<file path="src/core/dsc_pkg.sv">
// Shared constants for the receive destuffer and frame checksum block
package dsc_pkg;
   // ==========================================================
   // Destuff rule lengths and counters
   localparam int unsigned  DSC_CNT_W        = 3;
   localparam logic [2:0]   DSC_REG_LEN      = 3'h5;
   localparam logic [2:0]   DSC_FIX_LEN      = 3'h4;
   localparam logic [2:0]   DSC_RUN_START    = 3'h1;
   localparam logic [2:0]   DSC_RUN_ZERO     = 3'h0;
   localparam logic [2:0]   DSC_STUFF_ONE    = 3'h1;
   localparam logic         DSC_RECESSIVE    = 1'h1;
   localparam logic         DSC_DOMINANT     = 1'h0;

   // ==========================================================
   // Checksum widths, polynomials, start values
   localparam int unsigned  DSC_CRC_MAX_W    = 21;
   localparam int unsigned  DSC_CRC15_W      = 15;
   localparam int unsigned  DSC_CRC17_W      = 17;
   localparam int unsigned  DSC_CRC21_W      = 21;
   localparam logic [20:0]  DSC_POLY15       = 21'h004599;
   localparam logic [20:0]  DSC_POLY17       = 21'h01685b;
   localparam logic [20:0]  DSC_POLY21       = 21'h102899;
   localparam logic [20:0]  DSC_START15      = 21'h000000;
   localparam logic [20:0]  DSC_START17      = 21'h010000;
   localparam logic [20:0]  DSC_START21      = 21'h100000;

   // ==========================================================
   // Destuffer state
   typedef enum logic [1:0] {
      DSC_OFF     = 2'b00,
      DSC_REGULAR = 2'b01,
      DSC_FIXED   = 2'b10
   } dsc_mode_t;
endpackage

</file>
<file path="src/core/dsc_destuff_crc.sv">
// Receive destuffer, checksum unit and received-bit FIFO
`timescale 1ns/1ns
`default_nettype none

// ==========================================================
// Small FIFO with valid/ready on both sides
module dsc_fifo #(
   parameter int unsigned WIDTH = 1,
   parameter int unsigned DEPTH = 4
) (
   input  wire logic             i_clk,
   input  wire logic             i_rst,
   input  wire logic             i_in_valid,
   output logic                  o_in_ready,
   input  wire logic [WIDTH-1:0] i_in_data,
   output logic                  o_out_valid,
   input  wire logic             i_out_ready,
   output logic      [WIDTH-1:0] o_out_data
);
   localparam int unsigned AW = (DEPTH > 1) ? $clog2(DEPTH) : 1;

   logic [WIDTH-1:0] mem [DEPTH];
   logic [AW-1:0]    wr_ptr_r;
   logic [AW-1:0]    rd_ptr_r;
   logic [AW:0]      fill_r;
   logic             push;
   logic             pop;

   initial begin
      if (DEPTH < 2 || (DEPTH & (DEPTH - 1)) != 0 || WIDTH < 1) begin
         $error("dsc_fifo: DEPTH must be a power of two >= 2");
      end
   end

   // Full compare at the fill counter's own width, so DEPTH never wraps to zero
   assign o_in_ready  = (fill_r != (AW+1)'(DEPTH));
   assign o_out_valid = (fill_r != '0);
   assign push        = i_in_valid && o_in_ready;
   assign pop         = o_out_valid && i_out_ready;
   assign o_out_data  = mem[rd_ptr_r];

   always_ff @(posedge i_clk) begin
      if (push) begin
         mem[wr_ptr_r] <= i_in_data;
      end
   end

   always_ff @(posedge i_clk or posedge i_rst) begin
      if (i_rst) begin
         wr_ptr_r <= '0;
         rd_ptr_r <= '0;
         fill_r   <= '0;
      end else begin
         if (push) begin
            wr_ptr_r <= wr_ptr_r + 1'b1;
         end
         if (pop) begin
            rd_ptr_r <= rd_ptr_r + 1'b1;
         end
         if (push && !pop) begin
            fill_r <= fill_r + 1'b1;
         end else if (pop && !push) begin
            fill_r <= fill_r - 1'b1;
         end
      end
   end
endmodule

// ==========================================================
module dsc_destuff_crc #(
   parameter int unsigned FIFO_DEPTH = 4
) (
   input  wire logic        i_clk,
   input  wire logic        i_rst,
   // Destuffer
   input  wire logic        i_destuff_trig,
   input  wire logic        i_rx_bit,
   input  wire logic        i_destuff_en,
   input  wire logic        i_fixed_mode,
   input  wire logic        i_sof_window,
   input  wire logic        i_process_trig,
   output logic             o_rx_bit,
   output logic             o_destuffed,
   output logic             o_stuff_err,
   output logic [dsc_pkg::DSC_CNT_W-1:0] o_stuff_cnt,
   output logic             o_pc_rx_trig,
   // Received-bit stream
   output logic             o_bit_valid,
   input  wire logic        i_bit_ready,
   output logic             o_bit_data,
   output logic             o_rx_ready,
   // Checksum
   input  wire logic        i_crc_en,
   input  wire logic        i_crc_spec_en,
   input  wire logic        i_is_tx,
   input  wire logic        i_arb_done,
   input  wire logic        i_tx_nbs_trig,
   input  wire logic        i_tx_nbs_bit,
   input  wire logic        i_tx_wbs_trig,
   input  wire logic        i_tx_wbs_bit,
   output logic [14:0]      o_crc15,
   output logic [16:0]      o_crc17,
   output logic [20:0]      o_crc21
);
   import dsc_pkg::*;

   initial begin
      if (FIFO_DEPTH < 2) begin
         $error("dsc_destuff_crc: FIFO_DEPTH must be at least 2");
      end
   end

   // ==========================================================
   // Checksum step, shared by all three widths
   function automatic logic [20:0] crc_step(input logic [20:0] crc,
                                            input logic        din,
                                            input logic [20:0] poly,
                                            input int unsigned width);
      logic        fb;
      logic [20:0] mask;
      logic [20:0] sh;
      fb   = din ^ crc[width-1];
      mask = 21'((64'h1 << width) - 64'h1);
      sh   = (crc << 1) & mask;
      return fb ? (sh ^ poly) : sh;
   endfunction

   // ==========================================================
   // Destuffer
   dsc_mode_t               mode;
   logic [DSC_CNT_W-1:0]    run_cnt_r;
   logic                    prev_r;
   logic                    fixed_prev_r;
   logic                    rx_bit_r;
   logic                    destuffed_r;
   logic                    stuff_err_r;
   logic [DSC_CNT_W-1:0]    stuff_cnt_r;
   logic                    halt_r;
   logic                    raw_bit_r;
   logic                    discard;
   logic                    first_fixed;

   always_comb begin
      mode = DSC_OFF;
      if (i_destuff_en) begin
         mode = i_fixed_mode ? DSC_FIXED : DSC_REGULAR;
      end
   end

   assign first_fixed = i_fixed_mode && !fixed_prev_r;

   always_comb begin
      case (mode)
         DSC_REGULAR: discard = (run_cnt_r == DSC_REG_LEN);
         DSC_FIXED:   discard = first_fixed || (run_cnt_r == DSC_FIX_LEN);
         default:     discard = 1'b0;
      endcase
   end

   // Equal-run counter and previous bit
   always_ff @(posedge i_clk or posedge i_rst) begin
      if (i_rst) begin
         run_cnt_r    <= DSC_RUN_START;
         prev_r       <= DSC_RECESSIVE;
         fixed_prev_r <= 1'b0;
      end else if (i_destuff_trig) begin
         fixed_prev_r <= (mode == DSC_FIXED);
         prev_r       <= i_rx_bit;
         case (mode)
            DSC_REGULAR: begin
               if (discard) begin
                  run_cnt_r <= DSC_RUN_START;
               end else if (i_rx_bit == prev_r) begin
                  run_cnt_r <= run_cnt_r + 1'b1;
               end else begin
                  run_cnt_r <= DSC_RUN_START;
               end
            end
            DSC_FIXED: begin
               // Fixed run counts processed bits after each stuff bit
               run_cnt_r <= discard ? DSC_RUN_ZERO : run_cnt_r + 1'b1;
            end
            default: begin
               run_cnt_r <= DSC_RUN_START;
               // Dominant at frame start is the first bit of the run
               prev_r    <= (i_sof_window && i_rx_bit == DSC_DOMINANT) ?
                            DSC_DOMINANT : DSC_RECESSIVE;
            end
         endcase
      end
   end

   // Registered destuffer outputs
   always_ff @(posedge i_clk or posedge i_rst) begin
      if (i_rst) begin
         rx_bit_r    <= DSC_RECESSIVE;
         destuffed_r <= 1'b0;
         stuff_err_r <= 1'b0;
         raw_bit_r   <= DSC_RECESSIVE;
      end else begin
         stuff_err_r <= 1'b0;
         if (i_destuff_trig) begin
            rx_bit_r    <= i_rx_bit;
            raw_bit_r   <= i_rx_bit;
            destuffed_r <= discard;
            stuff_err_r <= discard && (i_rx_bit == prev_r);
         end
      end
   end

   // Stuff bit count, modulo by width
   always_ff @(posedge i_clk or posedge i_rst) begin
      if (i_rst) begin
         stuff_cnt_r <= '0;
      end else if (i_destuff_trig) begin
         if (mode == DSC_OFF && i_sof_window) begin
            stuff_cnt_r <= '0;
         end else if (mode == DSC_REGULAR && discard) begin
            stuff_cnt_r <= stuff_cnt_r + DSC_STUFF_ONE;
         end
      end
   end

   // Halt until the matching process trigger has been swallowed
   always_ff @(posedge i_clk or posedge i_rst) begin
      if (i_rst) begin
         halt_r <= 1'b0;
      end else if (i_destuff_trig) begin
         halt_r <= discard;
      end else if (i_process_trig) begin
         halt_r <= 1'b0;
      end
   end

   assign o_pc_rx_trig = i_process_trig && !halt_r;
   assign o_rx_bit     = rx_bit_r;
   assign o_destuffed  = destuffed_r;
   assign o_stuff_err  = stuff_err_r;
   assign o_stuff_cnt  = stuff_cnt_r;

   // ==========================================================
   // Received data bits to the FIFO, stuff bits left out
   logic push_valid;
   logic push_pend_r;

   always_ff @(posedge i_clk or posedge i_rst) begin
      if (i_rst) begin
         push_pend_r <= 1'b0;
      end else begin
         push_pend_r <= i_destuff_trig && !discard;
      end
   end

   // A full FIFO drops the bit; o_rx_ready low is the only warning to the source
   assign push_valid = push_pend_r;

   dsc_fifo #(
      .WIDTH (1),
      .DEPTH (FIFO_DEPTH)
   ) u_fifo (
      .i_clk       (i_clk),
      .i_rst       (i_rst),
      .i_in_valid  (push_valid),
      .o_in_ready  (o_rx_ready),
      .i_in_data   (rx_bit_r),
      .o_out_valid (o_bit_valid),
      .i_out_ready (i_bit_ready),
      .o_out_data  (o_bit_data)
   );

   // ==========================================================
   // Checksum unit
   logic        use_tx;
   logic        crc_on;
   logic        nbs_trig;
   logic        nbs_bit;
   logic        wbs_trig;
   logic        wbs_bit;
   logic        nbs_go;
   logic        wbs_go;
   logic [20:0] crc15_r;
   logic [20:0] crc17_r;
   logic [20:0] crc21_r;

   assign crc_on = i_crc_en || i_crc_spec_en;
   assign use_tx = i_is_tx && i_arb_done && !i_crc_spec_en;

   always_comb begin
      if (use_tx) begin
         nbs_trig = i_tx_nbs_trig;
         nbs_bit  = i_tx_nbs_bit;
         wbs_trig = i_tx_wbs_trig;
         wbs_bit  = i_tx_wbs_bit;
      end else begin
         nbs_trig = o_pc_rx_trig;
         nbs_bit  = rx_bit_r;
         wbs_trig = i_process_trig;
         wbs_bit  = raw_bit_r;
      end
   end

   // Regular steps on any bit, speculative on dominant only
   assign nbs_go = nbs_trig &&
                   (i_crc_en || (i_crc_spec_en && nbs_bit == DSC_DOMINANT));
   assign wbs_go = wbs_trig &&
                   (i_crc_en || (i_crc_spec_en && wbs_bit == DSC_DOMINANT));

   always_ff @(posedge i_clk or posedge i_rst) begin
      if (i_rst) begin
         crc15_r <= DSC_START15;
      end else if (!crc_on) begin
         crc15_r <= DSC_START15;
      end else if (nbs_go) begin
         crc15_r <= crc_step(crc15_r, nbs_bit, DSC_POLY15, DSC_CRC15_W);
      end
   end

   always_ff @(posedge i_clk or posedge i_rst) begin
      if (i_rst) begin
         crc17_r <= DSC_START17;
         crc21_r <= DSC_START21;
      end else if (!crc_on) begin
         crc17_r <= DSC_START17;
         crc21_r <= DSC_START21;
      end else if (wbs_go) begin
         crc17_r <= crc_step(crc17_r, wbs_bit, DSC_POLY17, DSC_CRC17_W);
         crc21_r <= crc_step(crc21_r, wbs_bit, DSC_POLY21, DSC_CRC21_W);
      end
   end

   assign o_crc15 = crc15_r[14:0];
   assign o_crc17 = crc17_r[16:0];
   assign o_crc21 = crc21_r[20:0];
endmodule

`default_nettype wire

</file>
<file path="config.mk">
export PLATFORM = sky130hd
export DESIGN_NAME = dsc_destuff_crc
export DESIGN_NICKNAME = d
export VERILOG_FILES = /design/src/core/dsc_pkg.sv /design/src/core/dsc_destuff_crc.sv
export SDC_FILE = /design/constraint.sdc
export NUM_CORES = 1
export LEC_CHECK = 0
export ABC_CLOCK_PERIOD_IN_PS = 1900
export BUFFER_PORTS_ARGS = -buffer_cell sky130_fd_sc_hd__buf_2
export CORE_MARGIN = 4
export CORE_UTILIZATION = 40
export DETAILED_ROUTE_END_ITERATION = 10
export GPL_TIMING_DRIVEN = 0
export PLACE_DENSITY_LB_ADDON = 0.2
export SYNTH_ARGS = -nofsm -noshare
export SYNTH_HDL_FRONTEND = slang
export SYNTH_HIERARCHICAL = 1
export SYNTH_SLANG_ARGS = --single-unit
export TNS_END_PERCENT = 30
</file>
<file path="constraint.sdc">
create_clock -name i_clk -period 1.9 [get_ports i_clk]
set_input_delay 0.38 -clock i_clk [delete_from_list [all_inputs] [get_ports i_clk]]
set_output_delay 0.38 -clock i_clk [all_outputs]
set_load 0.01 [all_outputs]
</file>
==> results of run 1 <==
==> logic make-up (layout without fill, tap and decap cells) <==
family / after synthesis / in the layout / synth area share, %
buffers and inverters: 26 / 132 / 2.96
AOI/OAI and AO/OA: 80 / 80 / 11.7
adders and majority gates: 10 / 10 / 3.65
and+or+nand+nor: 109 / 109 / 13.9
muxes: 17 / 17 / 5.55
xor gates and xnor gates: 30 / 30 / 8.48
DFF: 77 / 77 / 53.8
==> layer usage <==
metal  global-route usage [%]  vias to the layer above  part of all wire, %
met3                     4.36                       11                  5.8
met1                     22.4                     1340                   45
met4                     4.38                        0                  1.4
li1                         -                     1370                    -
met2                     25.3                       71                   48
met5                        0                        -                    0
==> repair_timing <==
item,CTS,global route
setup endpoints to repair,2,35
gates resized for setup,4,5
hold endpoints to repair,5,0
pin swaps,5,3
setup buffers,7,3
hold buffers,1,0
==> placed cells by master (no fill, tap or decap), types with 7 or more instances in the layout <==
cell	count
clkbuf_1	12
nand2_1	64
inv_1	7
nor2_1	17
clkbuf_8	11
dfrtp_1	67
ha_1	8
a21oi_1	46
xnor2_1	21
mux2i_1	10
buf_2	82
o21ai_0	29
buf_4	11
==> worst max-delay path, cell delays in order (launching register included) <==
cell and delay [ns]:
dfrtp_1 0.38, or3_4 0.41, nand2_4 0.08, ha_4 0.13
inv_2 0.03, fa_2 0.32, xor2_1 0.14, nor2_1 0.11
xor2_1 0.16
==> registers in the layout, indices dropped and copies added (netlist names), 3 cells and up <==
name,count
crc15_r,15
crc17_r,17
o_crc21,21
o_stuff_cnt,3
run_cnt_r,3
u_fifo/fill_r,3
u_fifo/mem,4
==> power groups by stage <==
stage / Sequential [mW] / Combinational, mW / Clock [mW]
2_1_floorplan: 2.43 / 0.975 / 0
6_report: 2.30 / 1.75 / 1.52
3_5_place_dp: 2.38 / 1.57 / 0
4_1_cts: 2.31 / 1.75 / 1.56
5_1_grt: 2.36 / 1.96 / 1.65
3_3_place_gp: 2.36 / 1.54 / 0
==> layout make-up <==
class | instances | area, um^2 | share of cell area (%)
Inverter | 9 | 37.5 | 0.827
Clock inverter | 4 | 95.1 | 2.09
Multi-Input combinational cell | 246 | 1590 | 35.1
Tap cell | 108 | 135 | 2.98
Clock buffer | 12 | 155 | 3.42
Buffer | 17 | 76.3 | 1.68
Timing Repair Buffer | 90 | 495 | 10.9
Sequential cell | 77 | 1950 | 43.0
==> worst paths after layout <==
check | from | end
worst min register to register | o_stuff_cnt[2]$_DFFE_PP0P_ | o_stuff_cnt[2]$_DFFE_PP0P_
min in group asynchronous | i_rst | u_fifo/fill_r[1]$_DFFE_PP0P_
worst min-delay path | i_process_trig | halt_r$_DFFE_PP0P_
max in group asynchronous | i_rst | crc17_r[16]$_DFFE_PP1P_
worst max register to register | u_fifo/fill_r[2]$_DFFE_PP0P_ | u_fifo/fill_r[2]$_DFFE_PP0P_
worst max-delay path | u_fifo/fill_r[2]$_DFFE_PP0P_ | u_fifo/fill_r[2]$_DFFE_PP0P_
==> through the flow <==
step	total power [mW]	instance area, um^2	cells	utilization (%)	hold WS, ns
after floorplan	3.40	3630	349	-	0.183
after global placement	3.90	4160	535	47.5	0.356
after detailed placement	3.95	4180	536	47.7	0.365
after CTS	5.62	4510	560	51.4	0.294
after global routing	5.97	4540	563	51.8	0.326
final	5.57	4540	563	51.8	0.315
==> results.py, run 1 <==
metrics = {
    "floorplanning": {
        "boundaryPins": 80,
        "die_area_mm2": 0.0107,
        "die_h_um": 103,
        "core_area_mm2": 0.00876,
        "rows": 34,
        "start_util_pct": 41.4,
        "die_w_um": 103,
    },
    "clocking": {
        "clockBufferDepth": 2,
        "htree_levels": 3,
        "clk_pin_slew_ns": 0.08,
        "cts_tree": "yes",
        "cts_buffers": 9,
        "clkSinkCount": 77,
        "insertion_delay_ns": 0.34,
        "clockRootBuffer": "clkbuf_8",
    },
    "routing": {
        "remaining_drc_errors": 0,
        "final_antenna_net_count": 0,
        "num_vias": 2792,
        "drt-initial-drc-count": 101,
        "post_drt_via_cell_ratio": 4.96,
        "dr.pass1.iters": 6,
        "wirelength_um": 8070,
        "wl_per_cell_um": 14.3,
    },
    "cells_and_area": {
        "n_antenna_cell": 0,
        "syn_to_final_growth_pct": 25.1,
        "fill_cells": 827,
        "drive_gt1_share_pct": 30.1,
        "final_nets": 477,
    },
    "timing": {
        "worst_pin_slew_ns": 0.750,
        "grt_setup_unrepaired": "yes",
        "max_slew_margin_pct": 49.9,
        "post-route-period-util_pct": 97.2,
        "finalHoldViolations": 0,
        "timing.fmax_ghz": 0.541,
        "fin_ws_ns": 0.0530,
        "period_needed_ns": 1.85,
        "final-max-slew-violation-count": 0,
        "setup_violations": 0,
        "fin_skew_ns": 0.00847,
        "final.setup.tns_ns": 0,
    },
    "setup_path": {
        "cp_data_arrival_time_ns": 2.10,
        "r2r_cells": 8,
        "start_kind": "flop",
        "endpoint_kind": "flop",
        "cp_max_fo": 2,
        "r2r_slack_ns": 0.05,
        "required_ns": 2.16,
        "crit_type": "reg2reg",
    },
    "grt": {
        "grt_pass1_wl_um": 13400,
        "grt_max_degree": 35,
        "grt-ovfl-total": 0,
        "grt_pass1_vias": 2679,
        "antenna_found_initial": 0,
        "track_usage_pct": 16.2,
    },
    "power": {
        "comb_power_share_pct": 31.3,
        "p_sw_share_pct": 31.6,
        "p_clk_share_pct": 27.3,
        "p_leak_nw": 2.19,
        "power.density_mw_per_mm2": 1230,
        "internal_power_mw": 3.81,
        "p_switching_mw": 1.76,
        "worst_ir_drop_vdd_mv": 0.479,
        "p_seq_share_pct": 41.3,
    },
    "logic_synthesis": {
        "synth_area_leaders": "dfrtp_1 47%, nand2_1 6.6%, a21oi_1 6.3%",
        "synth_edf_count": 4,
        "synth_most_common_cell": "dfrtp_1",
        "ys_types": 42,
        "syn_inst": 349,
        "synth_area_leader_cell": "dfrtp_1",
        "synth_warnings": 6,
        "synthTopCellsByCount": "68 x dfrtp_1, 64 x nand2_1, 46 x a21oi_1, 29 x o21ai_0, 21 x xnor2_1",
        "synth_flop_cell": "dfrtp_1",
        "async_reset_ff_share_pct": 94.8,
        "ys_seq_area_share_pct": 53.8,
        "synth_top_cell_area_share_pct": 46.9,
        "syn_area_mm2": 0.00363,
        "synth_nets": 376,
        "avgSynthCellArea_um2": 10.4,
        "ys_ff_latch": 77,
    },
    "job": {
        "max_cap_violations": 0,
    },
    "placed_design": {
        "dp_hpwl_um": 5810,
        "place_ws_ns": -0.187,
        "globalplace.congestion": 0.756,
        "portBuffers": 78,
    },
    "worst_hold_path": {
        "hold_path.class": "in2reg",
        "whs_path_depth": 4,
    },
    "outcome": {
        "outcome": "finished, final reports clean",
    },
}
(Power assumes the default switching activity.)
==> run 2, diff against run 1 <==
--- a/config.mk
+++ b/config.mk
@@ -7,11 +7,12 @@
 export LEC_CHECK = 0
 export ABC_CLOCK_PERIOD_IN_PS = 1900
 export BUFFER_PORTS_ARGS = -buffer_cell sky130_fd_sc_hd__buf_2
-export CORE_MARGIN = 4
+export CORE_MARGIN = 2
 export CORE_UTILIZATION = 40
+export CTS_CLUSTER_SIZE = 16
 export DETAILED_ROUTE_END_ITERATION = 10
 export GPL_TIMING_DRIVEN = 0
-export PLACE_DENSITY_LB_ADDON = 0.2
+export PLACE_DENSITY = 0.74
 export SYNTH_ARGS = -nofsm -noshare
 export SYNTH_HDL_FRONTEND = slang
 export SYNTH_HIERARCHICAL = 1
==> run 2 against run 1 <==
  * First-iteration DRC count grew 33%
  * Critical path type unchanged
  * Cell area shrank 2.1%
  * Highest routed layer unchanged
  * Via count shrank 1.6%
==> results.py, run 2 (synthesized netlist as in run 1, its figures left out) <==
metrics = {
    "outcome": {
        "outcome": "finished, final reports clean",
    },
    "floorplanning": {
        "boundaryPins": 80,
        "core_area_mm2": 0.00876,
        "rows": 34,
        "die_h_um": 99.3,
        "die_w_um": 99.3,
        "start_util_pct": 41.4,
        "die_area_mm2": 0.00985,
    },
    "setup_path": {
        "rr_startpoint": "u_fifo/fill_r[0]$_DFFE_PP0P_",
        "r2r_cells": 8,
        "start_kind": "flop",
        "required_ns": 2.16,
        "cp_max_fo": 3,
        "endpoint_kind": "flop",
        "r2r_slack_ns": 0.009,
        "cp_data_arrival_time_ns": 2.15,
        "crit_type": "reg2reg",
        "endpoint": "u_fifo/fill_r[2]$_DFFE_PP0P_",
        "critPathLaunch": "u_fifo/fill_r[0]$_DFFE_PP0P_",
        "r2r_end": "u_fifo/fill_r[2]$_DFFE_PP0P_",
    },
    "routing": {
        "post_drt_via_cell_ratio": 4.91,
        "remaining_drc_errors": 0,
        "dr.pass1.iters": 4,
        "wirelength_um": 8010,
        "routed.top_layer": "met4",
        "final_antenna_net_count": 0,
        "num_vias": 2747,
        "routed-wl-met3_um": 321,
        "met2_length_um": 3950,
        "wl_met1_um": 3670,
        "wl_per_cell_um": 14.3,
        "drt-initial-drc-count": 134,
    },
    "placed_design": {
        "place_ws_ns": -0.215,
        "dp_hpwl_um": 5810,
        "portBuffers": 78,
        "dp.cells": 536,
        "globalplace.congestion": 0.861,
    },
    "timing": {
        "setup_violations": 0,
        "finalHoldViolations": 0,
        "fin_ws_ns": 0.00931,
        "fin_skew_ns": 0.0118,
        "max_slew_margin_pct": 49.0,
        "period_needed_ns": 1.89,
        "timing.fmax_ghz": 0.529,
        "post-route-period-util_pct": 99.5,
        "worst_pin_slew_ns": 0.763,
        "final-max-slew-violation-count": 0,
        "grt_setup_unrepaired": "yes",
    },
    "clocking": {
        "clkSinkCount": 77,
        "insertion_delay_ns": 0.34,
        "clockBufferDepth": 2,
        "cts_buffers": 9,
        "clk_pin_slew_ns": 0.08,
        "clockRootBuffer": "clkbuf_8",
        "htree_levels": 3,
        "cts_tree": "yes",
    },
    "cells_and_area": {
        "final_nets": 476,
        "n_antenna_cell": 0,
        "largest_register_ffs": 21,
        "multi_input_area_mm2": 0.00159,
        "regArea_mm2": 0.00195,
        "final_cell_mix": "82 x buf_2, 67 x dfrtp_1, 64 x nand2_1",
        "fill_cells": 793,
        "finalNonFillerCells": 560,
        "drive_gt1_share_pct": 30.1,
        "final_common_cell": "buf_2",
        "syn_to_final_growth_pct": 22.5,
    },
    "power": {
        "worst_ir_drop_vdd_mv": 0.437,
        "p_leak_nw": 2.15,
        "power.density_mw_per_mm2": 1160,
    },
    "worst_hold_path": {
        "hold_path.class": "in2reg",
    },
    "grt": {
        "grt_pass1_wl_um": 13500,
        "grt_pass1_vias": 2705,
        "grt_max_degree": 36,
        "antenna_found_initial": 0,
        "grt-ovfl-total": 0,
        "track_usage_pct": 17.3,
    },
    "job": {
        "max_cap_violations": 0,
    },
}
-- run 2: cell count changes in the layout (fill, tap and decap cells not counted), sizes merged --
cell,previous run,this run
clkbuf,24,22
bufinv,3,0
clkinv,1,3
inv,8,9
buf,94,93
-- run 2: layout make-up --
cell class / instances / area share (%)
buffer: 17 / 1.74
multi-input combinational: 246 / 35.8
inverter: 9 / 0.844
tap: 108 / 3.04
clock inverter: 4 / 0.563
clock buffer: 10 / 3.10
sequential: 77 / 44.0
timing repair buffer: 89 / 11.0
-- run 2: critical path, cell delays in order (launching register included) --
cell	delay, ns
dfrtp_2	0.43
or3_4	0.39
nand2_4	0.08
ha_4	0.13
inv_2	0.03
fa_2	0.32
xor2_1	0.14
nor2_1	0.11
xor2_1	0.16
-- run 2: repair_timing --
action	4_1_cts	5_1_grt
hold buffers	1	0
endpoints found under the setup margin	2	27
endpoints found under the hold margin	7	0
buffers inserted	7	2
cloned	0	0
pin swaps	4	3
gates resized for setup	5	6
-- run 2: power breakdown --
group	switching (mW)	total (mW)	internal (mW)	leakage, nW
logic	0.887	1.74	0.852	1.09
registers	0.312	2.32	2.01	0.972
clock network	0.581	1.08	0.494	0.0883
-- run 2: worst min-delay path by stage --
| stage | depth (start not counted) | from | slack, ns | end |
|---|---|---|---|---|
| after floorplan | 1 | i_rst | 0.18 | u_fifo/fill_r[0]$_DFFE_PP0P_ |
| after global placement | 2 | i_rst | 0.35 | u_fifo/fill_r[2]$_DFFE_PP0P_ |
| after detailed placement | 2 | i_rst | 0.36 | u_fifo/fill_r[2]$_DFFE_PP0P_ |
| after CTS | 4 | i_process_trig | 0.30 | halt_r$_DFFE_PP0P_ |
| after global routing | 2 | i_rx_bit | 0.32 | raw_bit_r$_DFFE_PP1P_ |
| final | 4 | i_process_trig | 0.31 | halt_r$_DFFE_PP0P_ |
-- run 2: through the flow --
| stage | total power [mW] | hold WS [ns] | instance area [um^2] | utilization (%) | setup TNS (ns) |
|---|---|---|---|---|---|
| 2_1_floorplan | 3.40 | 0.183 | 3630 | - | -0.198 |
| 3_3_place_gp | 3.88 | 0.351 | 4160 | 47.5 | -1.01 |
| 3_5_place_dp | 3.95 | 0.363 | 4180 | 47.7 | -1.48 |
| 4_1_cts | 5.16 | 0.303 | 4420 | 50.4 | -0.0201 |
| 5_1_grt | 5.51 | 0.315 | 4450 | 50.7 | -0.0718 |
| 6_report | 5.14 | 0.312 | 4450 | 50.7 | 0 |
-- run 2: routing by layer --
metal,track usage [%],up-vias
met5,0,-
met4,5.80,0
met3,3.72,4
met2,27.4,58
met1,23.9,1324
li1,-,1361
